$ cat config.mk
export PLATFORM = sky130hd
export DESIGN_NAME = wep_top
export DESIGN_NICKNAME = d
export VERILOG_FILES = /design/src/wep_pkg.sv /design/src/wep_timer_if.sv /design/src/wep_top.sv /design/src/wep_pulse_timer.sv
export VERILOG_INCLUDE_DIRS = /design/src
export SDC_FILE = /design/constraint.sdc
export NUM_CORES = 1
export LEC_CHECK = 0
export ABC_AREA = 0
export BUFFER_PORTS_ARGS = -buffer_cell sky130_fd_sc_hd__buf_2
export CORE_ASPECT_RATIO = 0.9
export CORE_UTILIZATION = 48
export CTS_BUF_LIST = sky130_fd_sc_hd__clkbuf_8 sky130_fd_sc_hd__clkbuf_16
export DETAILED_ROUTE_END_ITERATION = 7
export PLACE_DENSITY_LB_ADDON = 0.1
export SETUP_SLACK_MARGIN = 0.15
export SYNTH_ARGS = -nofsm -noshare
export SYNTH_HDL_FRONTEND = slang
export SYNTH_HIERARCHICAL = 1
export SYNTH_SLANG_ARGS = --single-unit
$ cat constraint.sdc
create_clock -name sys_clk -period 3.5 [get_ports sys_clk]
set_input_delay 1.05 -clock sys_clk [delete_from_list [all_inputs] [get_ports sys_clk]]
set_output_delay 1.05 -clock sys_clk [all_outputs]
set_load 0.02 [all_outputs]
$ cat src/wep_consts.svh
// constants for the wake event and power status block
// Operation
// - two-bit wake cause: none, energy, frame, multiple
// - writing one clears a cause bit; zero keeps
// - cause clears ignored until full power and ready
// - cause bit clears only once its sources cleared
// - pulse select set gives one 50 ms pulse
// - pulse select clear holds output until deactivated
// - clearing cause bits or enables deactivates output
// - polarity one active high, zero active low
// - open-drain ignores polarity, always active low
// - output asserts only while output enable set
// - output enable never gates the wake interrupt
// - control register readable in every power mode
// - other addresses invalid until ready flag set, except configuration register reads
// - power mode codes: full, frame/magic, energy, reserved
// - enabled event asserts output per pulse select
`ifndef WEP_CONSTS_SVH
`define WEP_CONSTS_SVH

// ****************************************
// register map
// ****************************************
`define WEP_ADDR_W 8
`define WEP_DATA_W 32
`define WEP_PMC_OFFSET 8'h84
`define WEP_HWCFG_OFFSET 8'h54
`define WEP_RST_WORD 32'h0000_0000

// ****************************************
// field positions in the control register
// ****************************************
`define WEP_READY_BIT 0
`define WEP_OUT_EN_BIT 1
`define WEP_POL_BIT 2
`define WEP_PULSE_SEL_BIT 3
`define WEP_CAUSE_LO 4
`define WEP_CAUSE_HI 5

// ****************************************
// cause and power mode codes
// ****************************************
`define WEP_CAUSE_NONE 2'h0
`define WEP_CAUSE_ENERGY 2'h1
`define WEP_CAUSE_FRAME 2'h2
`define WEP_MODE_FULL 2'h0
`define WEP_MODE_FRAME 2'h1
`define WEP_MODE_ENERGY 2'h2

// ****************************************
// timing
// ****************************************
`define WEP_PULSE_MS 50
`define WEP_CLK_KHZ 10000

`endif

$ cat src/wep_pkg.sv
// types shared by the wake event and power status block
package wep_pkg;
  // one-hot states of the wake output sequencer
  typedef enum logic [2:0] {
    WEP_IDLE = 3'b001,
    WEP_PULSE = 3'b010,
    WEP_STATIC = 3'b100
  } wep_state_t;
  typedef logic [1:0] wep_cause_t;
endpackage

$ cat src/wep_timer_if.sv
// handshake between the sequencer and the pulse timer
`timescale 1ns/1ps
`default_nettype none
interface wep_timer_if;
  logic start;
  logic abort;
  logic done;
  modport ctrl (output start, output abort, input done);
  modport timer (input start, input abort, output done);
endinterface
`default_nettype wire

$ cat src/wep_top.sv
// wake cause status, wake event output and ready flag
`timescale 1ns/1ps
`default_nettype none
`include "wep_consts.svh"
module wep_top #(
  parameter int unsigned PULSE_CYCLES = `WEP_PULSE_MS * `WEP_CLK_KHZ
) (
  // clock and reset
  input wire logic sys_clk,
  input wire logic sys_rst,
  // host bus pins
  input wire logic [`WEP_ADDR_W-1:0] bus_addr,
  input wire logic bus_cs_n,
  input wire logic bus_rd_n,
  input wire logic bus_wr_n,
  input wire logic [`WEP_DATA_W-1:0] bus_data_in,
  output logic [`WEP_DATA_W-1:0] bus_data_out,
  output logic bus_data_oe,
  // device state from power control and detectors
  input wire logic device_stable,
  input wire logic [1:0] power_mode_field,
  input wire logic frame_wake_enable,
  input wire logic energy_wake_enable,
  input wire logic output_push_pull,
  input wire logic energy_event,
  input wire logic frame_event,
  input wire wep_pkg::wep_cause_t source_pending,
  // results
  output logic wake_event_output,
  output logic wake_event_output_oe,
  output logic wake_event_interrupt,
  output logic access_invalid,
  output logic ready_flag
);
  import wep_pkg::*;

  wep_timer_if tif ();

  // ****************************************
  // bus pin synchronisers and strobes
  // ****************************************
  logic [`WEP_ADDR_W-1:0] addr_s1, addr_s2;
  logic [`WEP_DATA_W-1:0] wdat_s1, wdat_s2;
  logic [2:0] ctl_s1, ctl_s2, ctl_s3;
  logic sel_pmc;
  logic sel_hwcfg;
  logic rd_edge;
  logic wr_edge;

  // two stages on every pin, a third on ctl for edges; ctl holds cs, rd, wr as active-high levels
  always_ff @(posedge sys_clk) begin
    if (sys_rst) begin
      addr_s1 <= '0;
      addr_s2 <= '0;
      wdat_s1 <= '0;
      wdat_s2 <= '0;
      ctl_s1 <= 3'h0;
      ctl_s2 <= 3'h0;
      ctl_s3 <= 3'h0;
    end else begin
      addr_s1 <= bus_addr;
      addr_s2 <= addr_s1;
      wdat_s1 <= bus_data_in;
      wdat_s2 <= wdat_s1;
      ctl_s1 <= {~bus_cs_n, ~bus_rd_n, ~bus_wr_n};
      ctl_s2 <= ctl_s1;
      ctl_s3 <= ctl_s2;
    end
  end

  // strobes fire once at the leading edge of a selected cycle
  assign rd_edge = ctl_s2[2] & ctl_s2[1] & ~(ctl_s3[2] & ctl_s3[1]);
  assign wr_edge = ctl_s2[2] & ctl_s2[0] & ~(ctl_s3[2] & ctl_s3[0]);
  assign sel_pmc = (addr_s2 == `WEP_PMC_OFFSET);
  assign sel_hwcfg = (addr_s2 == `WEP_HWCFG_OFFSET);

  // ****************************************
  // control register state
  // ****************************************
  logic out_en, next_out_en;
  logic polarity, next_polarity;
  logic pulse_sel, next_pulse_sel;
  wep_cause_t cause, next_cause;
  wep_cause_t clear_mask;
  wep_cause_t event_set;
  logic clear_ok;

  // events only latch when their wake source is enabled
  assign event_set = {frame_event & frame_wake_enable, energy_event & energy_wake_enable};
  // clears need full power with ready set
  assign clear_ok = wr_edge & sel_pmc & ready_flag
    & (power_mode_field == `WEP_MODE_FULL);
  // a bit whose sources still pend refuses the clear
  assign clear_mask = wdat_s2[`WEP_CAUSE_HI:`WEP_CAUSE_LO] & ~source_pending;

  // sticky causes: a new event in the clearing cycle wins over the clear
  always_comb begin
    next_out_en = out_en;
    next_polarity = polarity;
    next_pulse_sel = pulse_sel;
    next_cause = cause;
    if (wr_edge && sel_pmc) begin
      next_out_en = wdat_s2[`WEP_OUT_EN_BIT];
      next_polarity = wdat_s2[`WEP_POL_BIT];
      next_pulse_sel = wdat_s2[`WEP_PULSE_SEL_BIT];
    end
    if (clear_ok) begin
      next_cause = cause & ~clear_mask;
    end
    next_cause = next_cause | event_set;
  end

  always_ff @(posedge sys_clk) begin
    if (sys_rst) begin
      out_en <= 1'b0;
      polarity <= 1'b0;
      pulse_sel <= 1'b0;
      cause <= `WEP_CAUSE_NONE;
    end else begin
      out_en <= next_out_en;
      polarity <= next_polarity;
      pulse_sel <= next_pulse_sel;
      cause <= next_cause;
    end
  end

  // ****************************************
  // wake output sequencer
  // ****************************************
  wep_state_t state, next_state;
  logic deactivate;
  logic tmr_start;
  logic tmr_abort;

  // output drops once no enabled cause is left standing
  assign deactivate = ((next_cause & {frame_wake_enable, energy_wake_enable}) == 2'h0);

  always_comb begin
    next_state = state;
    tmr_start = 1'b0;
    tmr_abort = 1'b0;
    case (state)
      WEP_IDLE: begin
        if (event_set != 2'h0) begin
          if (pulse_sel) begin
            next_state = WEP_PULSE;
            tmr_start = 1'b1;
          end else begin
            next_state = WEP_STATIC;
          end
        end
      end
      WEP_PULSE: begin
        if (deactivate) begin
          next_state = WEP_IDLE;
          tmr_abort = 1'b1;
        end else if (tif.done) begin
          next_state = WEP_IDLE;
        end
      end
      WEP_STATIC: begin
        if (deactivate) begin
          next_state = WEP_IDLE;
        end
      end
      default: begin
        next_state = WEP_IDLE;
      end
    endcase
  end

  always_ff @(posedge sys_clk) begin
    if (sys_rst) begin
      state <= WEP_IDLE;
    end else begin
      state <= next_state;
    end
  end

  assign tif.start = tmr_start;
  assign tif.abort = tmr_abort;

  wep_pulse_timer #(
    .PULSE_CYCLES(PULSE_CYCLES)
  ) u_timer (
    .sys_clk(sys_clk),
    .sys_rst(sys_rst),
    .tmr(tif.timer)
  );

  // ****************************************
  // pins, interrupt and bus answers
  // ****************************************
  logic active;
  logic next_pin, next_pin_oe, next_irq, next_invalid;
  logic [`WEP_DATA_W-1:0] next_rdata;
  logic next_rd_oe;

  assign active = out_en & (next_state != WEP_IDLE);

  always_comb begin
    if (output_push_pull) begin
      next_pin_oe = 1'b1;
      next_pin = active ? polarity : ~polarity;
    end else begin
      next_pin_oe = active; // wired-or low only
      next_pin = 1'b0;
    end
    // interrupt ignores the output enable
    next_irq = ((next_cause & {frame_wake_enable, energy_wake_enable}) != 2'h0);
    // before ready only control register accesses and configuration register reads are valid
    next_invalid = ~ready_flag & (rd_edge | wr_edge) & ~sel_pmc
      & ~(sel_hwcfg & rd_edge);
    next_rd_oe = ctl_s2[2] & ctl_s2[1] & sel_pmc;
    next_rdata = `WEP_RST_WORD;
    next_rdata[`WEP_CAUSE_HI:`WEP_CAUSE_LO] = cause;
    next_rdata[`WEP_PULSE_SEL_BIT] = pulse_sel;
    next_rdata[`WEP_POL_BIT] = polarity;
    next_rdata[`WEP_OUT_EN_BIT] = out_en;
    next_rdata[`WEP_READY_BIT] = ready_flag;
  end

  // every output from a flop; ready follows the stability input and full power mode by one cycle
  always_ff @(posedge sys_clk) begin
    if (sys_rst) begin
      wake_event_output <= 1'b0;
      wake_event_output_oe <= 1'b0;
      wake_event_interrupt <= 1'b0;
      access_invalid <= 1'b0;
      ready_flag <= 1'b0;
      bus_data_out <= `WEP_RST_WORD;
      bus_data_oe <= 1'b0;
    end else begin
      wake_event_output <= next_pin;
      wake_event_output_oe <= next_pin_oe;
      wake_event_interrupt <= next_irq;
      access_invalid <= next_invalid;
      ready_flag <= device_stable & (power_mode_field == `WEP_MODE_FULL);
      bus_data_out <= next_rdata;
      bus_data_oe <= next_rd_oe;
    end
  end
endmodule
`default_nettype wire

$ cat src/wep_pulse_timer.sv
// one-shot pulse length counter on the system clock
`timescale 1ns/1ps
`default_nettype none
module wep_pulse_timer #(
  parameter int unsigned PULSE_CYCLES = 500000
) (
  // clock and reset
  input wire logic sys_clk,
  input wire logic sys_rst,
  // control
  wep_timer_if.timer tmr
);
  logic [31:0] count;
  logic [31:0] next_count;
  logic running;
  logic next_running;
  logic done;
  logic next_done;

  // refuse lengths the counter cannot hold, at elaboration rather than at run time
  if (PULSE_CYCLES < 1 || PULSE_CYCLES > 32'h7fff_ffff) begin
    $error("wep_pulse_timer: PULSE_CYCLES out of range");
  end

  // count down from the length; done is one cycle at the end
  always_comb begin
    next_count = count;
    next_running = running;
    next_done = 1'b0;
    if (tmr.abort) begin
      next_running = 1'b0;
    end else if (tmr.start) begin
      next_count = 32'(PULSE_CYCLES - 1);
      next_running = 1'b1;
    end else if (running) begin
      if (count == 32'h0) begin
        next_running = 1'b0;
        next_done = 1'b1;
      end else begin
        next_count = count - 32'h1;
      end
    end
  end

  always_ff @(posedge sys_clk) begin
    if (sys_rst) begin
      count <= 32'h0;
      running <= 1'b0;
      done <= 1'b0;
    end else begin
      count <= next_count;
      running <= next_running;
      done <= next_done;
    end
  end

  assign tmr.done = done;
endmodule
`default_nettype wire

==> summary.md, run 1 <==
| Metric | Value |
|---|---|
| Root Buffer Master | `clkbuf_8` |
| Area leader, netlist | `dfxtp_1` |
| Yosys top cell area share | `0.4689` |
| Total congestion overflow | `0` |
| I/O pin count | `93` |
| Net count, final | `514` |
| CTS H-tree lvls | `3` |
| Area occupied by multi-input gates | `~1800 um2` |
| TritonCTS buffer count | `9` |
| Die W | `95.79 um` |
| Crit path launch | `energy_event` |
| Crit. End Element | `flip-flop` |
| CTS sink cnt | `89` |
| Worst-path clk slew | `0.09 ns` |
| Required @ worst endpoint | `3.80 ns` |
| Outcome | `completed` |
| Initial Utilization | `0.4987` |
| Minimum clock period | `3.132 ns` |
| Worst setup SP type | `input port` |
| Static leakage | `between 1.5 and 2 nW` |
| FF-to-FF path depth | `8` |
| Dominant cells by area after synthesis | `dfxtp_1, nor2b_1, buf_4` |
| First-pass GRT wire length | `12320 um` |
| Antenna violation net count after detailed routing | `0` |
| Mapped Area | `around 3800 um2` |
| Final Skew | `0.008306 ns` |
| Routed WL | `7614 um` |
| I/O Buffers | `39` |
| Initial antenna violation count | `0` |
| R2R Path End | `u_timer/count[22]` |
| Register area | `approximately 1800 um2` |
| Most frequent cells in the layout | `dfxtp_1, buf_2, nor2b_1` |
| Die span in y | `86.41 um` |
| PwrDens | `436.8 nW/um2` |
| Drt first pass iters | `4` |
| Max Freq | `between 0.3 and 0.4 GHz` |
| Met3 routed wirelength | `403 um` |
| Max Used Layer | `met4` |
| Distinct cells, synth | `64` |
| Worst EP arrival | `roughly 3.4 ns` |
| Slew of the pin with the lowest slew margin | `0.8621 ns` |
| Drt drc | `0` |
| Row count | `30` |
| Commonest non-fill, non-tap cell in the layout | `dfxtp_1` |
| Placed Area | `roughly 4000 um2` |
| Via density | `roughly 5.4` |
| Layout cells sized above 1 | `0.2052` |
| R2R Path Start | `state[2]` |
| Design area | `4222 um2` |
| Sequential share of the synthesized area | `0.4689` |
| EDFF count, synth | `0` |
| Hold_buf cts | `0` |
| Total track usage | `0.1964` |
| Placer congestion estimate | `about 0.80` |
| Met2 Wirelength | `approximately 3300 um` |
| Asr flop ratio synth | `0` |
| Crit path kind | `input port to flip-flop` |
| Max Buffers Root-to-Sink | `2` |
| Slew Limit Fails | `0` |
| Tcrit/Tclk final | `0.8948` |
| R2r setup slk | `between 0.7 and 0.8 ns` |
| Cells after Synth | `between 400 and 500` |
| Syn avg cell area | `9.201 um2` |
| Register bit total from synthesis | `slightly below 90` |
| Setup Buffers After CTS | `0` |
| ANT cells | `0` |
| Worst skew pair latency | `0.36 ns` |
| CP max FO | `11` |
| Wire per inst | `13.62 um` |
| CTS tree | `done` |
| Core area | `7620 um2` |
| Fin. Hold Viols | `0` |
| Vias in the first global route | `2603` |
| Setup crit end | `u_timer/count[22]` |
| Die Outline Area | `8277 um2` |
| MaxCap Viol Count | `0` |
| Post-CTS sizing | `0` |
| # setup viols final | `0` |
| Largest net degree at the start of global routing | `31` |
| Primary FF master, synth | `dfxtp_1` |
| VDD IR max | `about 230 uV` |
| Setup_tns | `0 ns` |
| Via count | `3006` |
| # fillers | `706` |
| Met1 Wirelength | `3821 um` |
| Slew Limit Headroom | `0.4200` |
| RSZ-0062 raised after global routing | `false` |
| Worst Hold Class | `flip-flop to flip-flop` |
| Area growth syn-to-layout | `11.10%` |
| DR iter-0 viols | `roughly 130` |
| Ys Warns | `6` |
| DP Wirelength | `approximately 5300 um` |
-- registers in the layout, summed over array words and instances, names as in the netlist, 2 cells and up --
register,count
addr_s1,8
ctl_s2,3
u_timer/count,32
addr_s2,8
cause,2
state,3
bus_data_out,6
ctl_s1,3
wdat_s1,5
wdat_s2,5
ctl_s3,3
-- synthesized netlist by cell type (8+ instances only) --
master,n
dfxtp_1,89
nor2b_1,37
a21oi_1,35
nor2_1,32
buf_4,27
o21ai_0,22
nand2_1,15
clkbuf_1,14
nor3_1,11
inv_1,10
nand3_1,10
nand2b_1,8
-- kinds of logic (layout without fill, tap and decap cells) --
logic type,after synthesis,count (layout),share of synthesized area
buffers and inverters,54,79,0.08396
AOI/OAI and AO/OA,100,100,0.1696
and+or+nand+nor,163,163,0.2611
adders and majority gates,1,1,0.003292
other,1,26,0.0009869
muxes,2,2,0.005269
DFF,89,89,0.4689
xor gates and xnor gates,3,3,0.006916
-- routing by layer --
layer / vias to the layer above / global-route usage
met3: 6 / 0.06228
met5: - / 0
met2: 82 / 0.2916
met4: 0 / 0.05834
met1: 1401 / 0.2727
li1: 1517 / -
-- cell type report --
cell class / count / share of cell area
inverter: 11 / 0.009781
clock buffer: 10 / 0.03260
sequential: 89 / 0.4221
clock inverter: 6 / 0.01304
tap: 96 / 0.02845
multi-input combinational: 295 / 0.4247
timing repair buffer: 52 / 0.06935
-- worst max-delay path, stage by stage --
cell and delay (ns):
buf_2 0.11, a22oi_1 0.10, or3_1 0.33, nor2_1 0.30, nor3_1 0.11, and4_1 0.24
or4_4 0.61, or4_1 0.42, a21oi_1 0.15
-- where the power goes --
part / internal, mW / switching [mW]
Clock: 0.294 / 0.393
Sequential: 1.04 / 0.00952
Combinational: 0.0406 / 0.0695
Total: 1.37 / 0.472
-- metrics by stage --
step / power, mW / setup slack [ns] / util / hold slack [ns] / cells
after floorplan: 1.167 / 0.1984 / - / 0.4138 / 438
after global placement: 1.180 / 0.05020 / 0.5287 / 0.4174 / 543
after detailed placement: 1.182 / 0.007364 / 0.5287 / 0.4204 / 543
after CTS: 1.874 / 0.3905 / 0.5540 / 0.4483 / 559
after global routing: 1.935 / 0.2489 / 0.5540 / 0.4614 / 559
final: 1.844 / 0.3683 / 0.5540 / 0.4406 / 559
-- worst min-delay path by stage --
stage / start / to / slack [ns] / cells past startpoint
floorplan: addr_s1[0] / addr_s2[0] / 0.41 / 1
global placement: wdat_s1[5] / wdat_s2[5] / 0.42 / 1
detailed placement: wdat_s1[2] / wdat_s2[2] / 0.42 / 1
CTS: addr_s1[3] / addr_s2[3] / 0.45 / 1
global route: ctl_s1[2] / ctl_s2[2] / 0.46 / 1
finish: addr_s1[1] / addr_s2[1] / 0.44 / 1
(Power assumes the default switching activity.)
==> run 2, diff against run 1 <==
--- a/config.mk
+++ b/config.mk
@@ -6,10 +6,10 @@
 export SDC_FILE = /design/constraint.sdc
 export NUM_CORES = 1
 export LEC_CHECK = 0
-export ABC_AREA = 0
+export ABC_AREA = 1
 export BUFFER_PORTS_ARGS = -buffer_cell sky130_fd_sc_hd__buf_2
 export CORE_ASPECT_RATIO = 0.9
-export CORE_UTILIZATION = 48
+export CORE_UTILIZATION = 54
 export CTS_BUF_LIST = sky130_fd_sc_hd__clkbuf_8 sky130_fd_sc_hd__clkbuf_16
 export DETAILED_ROUTE_END_ITERATION = 7
 export PLACE_DENSITY_LB_ADDON = 0.1
==> constraint.sdc (replaced) <==
create_clock -name sys_clk -period 3.3 [get_ports sys_clk]
set_input_delay 0.99 -clock sys_clk [delete_from_list [all_inputs] [get_ports sys_clk]]
set_output_delay 0.99 -clock sys_clk [all_outputs]
set_load 0.02 [all_outputs]
==> summary.md, run 2 <==
| Metric | Value |
|---|---|
| CTS sink cnt | `89 (unchanged)` |
| I/O pin count | `93 (unchanged)` |
| Max Buffers Root-to-Sink | `2 (unchanged)` |
| VDD IR max | `299.2 uV (was 232.1 uV)` |
| Hold WS | `0.3952 ns (was 0.4406 ns)` |
| Ys Warns | `6 (unchanged)` |
| Static leakage | `2.304 nW (was 1.648 nW)` |
| Slew Limit Fails | `0 (unchanged)` |
| Largest net degree at the start of global routing | `33 (was 31)` |
| Tcrit/Tclk final | `0.8651` |
| Net count, final | `701 (was 514)` |
| EDFF count, synth | `0 (unchanged)` |
| FF-to-FF path depth | `14 (was 8)` |
| Via count | `3613 (was 3006)` |
| Via density | `4.869 (was 5.377)` |
| Fin. Hold Viols | `0 (unchanged)` |
| Sequential share of the synthesized area | `0.4302 (was 0.4689)` |
| Routed WL | `8429 um (was 7614 um)` |
| Total track usage | `0.2244 (was 0.1964)` |
| TritonCTS buffer count | `9 (unchanged)` |
| # fillers | `710 (was 706)` |
| Vias in the first global route | `3134 (was 2603)` |
| ANT cells | `0 (unchanged)` |
| Worst skew pair latency | `0.35 ns (was 0.36 ns)` |
| Worst-path clk slew | `0.09 ns (about the same)` |
| Final non-filler cell total | `742 (was 559)` |
| Max Freq | `0.3503 GHz` |
| Top reg by flops | `u_timer/count (unchanged)` |
| R2r setup slk | `0.73 ns (was 0.74 ns)` |
| MaxCap Viol Count | `0 (unchanged)` |
| Distinct cells, synth | `36 (was 64)` |
| Power Total | `1.989 mW (was 1.844 mW)` |
| Layout cells sized above 1 | `0.1233 (was 0.2052)` |
| Area growth syn-to-layout | `9.154% (was 11.10%)` |
| First-pass GRT wire length | `14140 um (was 12320 um)` |
| Core area | `7221 um2 (was 7620 um2)` |
| Seq pwr share | `0.559 (was 0.568)` |
| Design area | `4521 um2 (was 4222 um2)` |
| I/O Buffers | `39 (unchanged)` |
| DR iter-0 viols | `208 (was 127)` |
| Count leader, synth | `nor2_1 (was dfxtp_1)` |
| Power Internal | `1.495 mW (was 1.372 mW)` |
| Antenna violation net count after detailed routing | `0 (unchanged)` |
| Area leader, netlist | `dfxtp_1 (unchanged)` |
| Register bit total from synthesis | `89 (unchanged)` |
| Setup WS pre-CTS | `-0.01441 ns (was 0.007364 ns)` |
| NetSw | `494.1 uW (was 472.3 uW)` |
| Worst setup SP type | `input port (unchanged)` |
| Required @ worst endpoint | `3.57 ns (was 3.80 ns)` |
| Worst EP arrival | `3.13 ns (was 3.43 ns)` |
| Combinational power share | `0.063 (was 0.060)` |
| Slew Limit Headroom | `0.6038 (was 0.4200)` |
| Placed Area | `4320 um2 (was 4029 um2)` |
| Primary FF master, synth | `dfxtp_1 (unchanged)` |
| Setup_tns | `0 ns (unchanged)` |
| Crit path kind | `input port to flip-flop (unchanged)` |
| CTS tree | `done (unchanged)` |
| Die W | `94.31 um (was 95.79 um)` |
| Clock power frac | `0.379 (was 0.373)` |
| Drt drc | `0 (unchanged)` |
| Most frequent cells in the layout | `nor2_1, nand2_1, dfxtp_1 (was dfxtp_1, buf_2, nor2b_1)` |
| Initial Utilization | `0.5736 (was 0.4987)` |
| Wire per inst | `11.36 um (was 13.62 um)` |
| Die span in y | `85.08 um (was 86.41 um)` |
| # setup viols final | `0 (unchanged)` |
| Worst Hold Class | `flip-flop to flip-flop (unchanged)` |
| Yosys top cell area share | `0.4302 (was 0.4689)` |
| Total congestion overflow | `0 (unchanged)` |
| Setup Buffers After CTS | `0 (unchanged)` |
| Hold Path Cell Cnt | `2 (was 1)` |
| Row count | `29 (was 30)` |
| Max reg flops | `32 (unchanged)` |
| Top cells by count, synth | `nor2_1, nand2_1, dfxtp_1 (was dfxtp_1, nor2b_1, a21oi_1)` |
| Placer congestion estimate | `0.9079 (was 0.8000)` |
| Drt first pass iters | `5 (was 4)` |
| Die Outline Area | `8024 um2 (was 8277 um2)` |
| Cells after Synth | `603 (was 413)` |
| Asr flop ratio synth | `0 (unchanged)` |
| Final Skew | `0.008524 ns (was 0.008306 ns)` |
| DP Wirelength | `6147 um (was 5255 um)` |
| Syn avg cell area | `6.868 um2 (was 9.201 um2)` |
| Slew of the pin with the lowest slew margin | `0.5943 ns (was 0.8621 ns)` |
| Commonest non-fill, non-tap cell in the layout | `nor2_1 (was dfxtp_1)` |
| RSZ-0062 raised after global routing | `false (unchanged)` |
| Crit. End Element | `flip-flop (unchanged)` |
| Cells after DPL | `727 (was 543)` |
| PwrDens | `440.1 nW/um2 (was 436.8 nW/um2)` |
| Dominant cells by area after synthesis | `dfxtp_1, nor2_1, nand2_1 (was dfxtp_1, nor2b_1, buf_4)` |
| Minimum clock period | `roughly 2.9 ns` |
| Initial antenna violation count | `0 (unchanged)` |
| Root Buffer Master | `clkbuf_8 (unchanged)` |
| Post-CTS sizing | `0 (unchanged)` |
| Outcome | `completed (unchanged)` |
| Biggest regs | `u_timer/count (32), addr_s1 (8), addr_s2 (8) (unchanged)` |
| CP max FO | `25 (was 11)` |
| Final Util | `0.6261 (was 0.5540)` |
| CTS H-tree lvls | `3 (unchanged)` |
| Sw frac | `0.2484 (was 0.2561)` |
| Mapped Area | `4141 um2 (was 3800 um2)` |
| Hold_buf cts | `0 (unchanged)` |
| Final worst slack | `0.4451 ns (was 0.3683 ns)` |
==> run 2: kinds of logic (layout without fill, tap and decap cells) <==
kind of cell	after synthesis	after routing	share of synthesized area
and+or+nand+nor	326	326	0.3335
buffers and inverters	126	147	0.1462
DFF	89	89	0.4302
AOI/OAI and AO/OA	49	49	0.06284
xor gates and xnor gates	11	11	0.02326
adders and majority gates	1	1	0.003021
other	1	26	0.0009055
==> run 2: final timing paths <==
kind / start / endpoint
worst max-delay path: power_mode_field[1] / u_timer/count[1]
worst min-delay path: wdat_s1[1] / wdat_s2[1]
worst max register to register: ctl_s3[2] / u_timer/count[1]
worst min register to register: wdat_s1[1] / wdat_s2[1]
==> run 2: power by group through the flow <==
stage               Combinational [mW]  Sequential [mW]  Clock [mW]
detailed placement               0.125             1.14           0
CTS                              0.126             1.11       0.773
floorplan                        0.109             1.14           0
global route                     0.140             1.11       0.828
finish                           0.125             1.11       0.753
global placement                 0.123             1.14           0
==> run 2: critical path, cell delays in order <==
cell and delay [ns]:
buf_2 0.07, or2_1 0.10, nor2_1 0.05, nand4_1 0.11, nand2_1 0.08, nand2_1 0.06, nand2_1 0.07, nand2_1 0.12
nor2_1 0.08, a21oi_1 0.47, nand2_2 0.30, inv_4 0.30, nand2_1 0.14, o21ai_0 0.18
==> run 2: area by class of cell <==
| type | count | area [um2] | share of cell area |
|---|---|---|---|
| inverter | 85 | 321.6 | 0.07113 |
| clock inverter | 6 | 73.82 | 0.01633 |
| timing repair buffer | 47 | 255.2 | 0.05646 |
| multi-input combinational | 413 | 1848 | 0.4088 |
| tap | 93 | 116.4 | 0.02574 |
| clock buffer | 9 | 123.9 | 0.02740 |
| sequential | 89 | 1782 | 0.3941 |
==> run 2: layer usage <==
metal / global-route usage / vias up / wire length (um)
li1: - / 1877 / -
met1: 0.3137 / 1627 / 4204
met2: 0.3498 / 107 / 3762
met3: 0.05645 / 2 / 437
met4: 0.04615 / 0 / 25
met5: 0 / - / 0
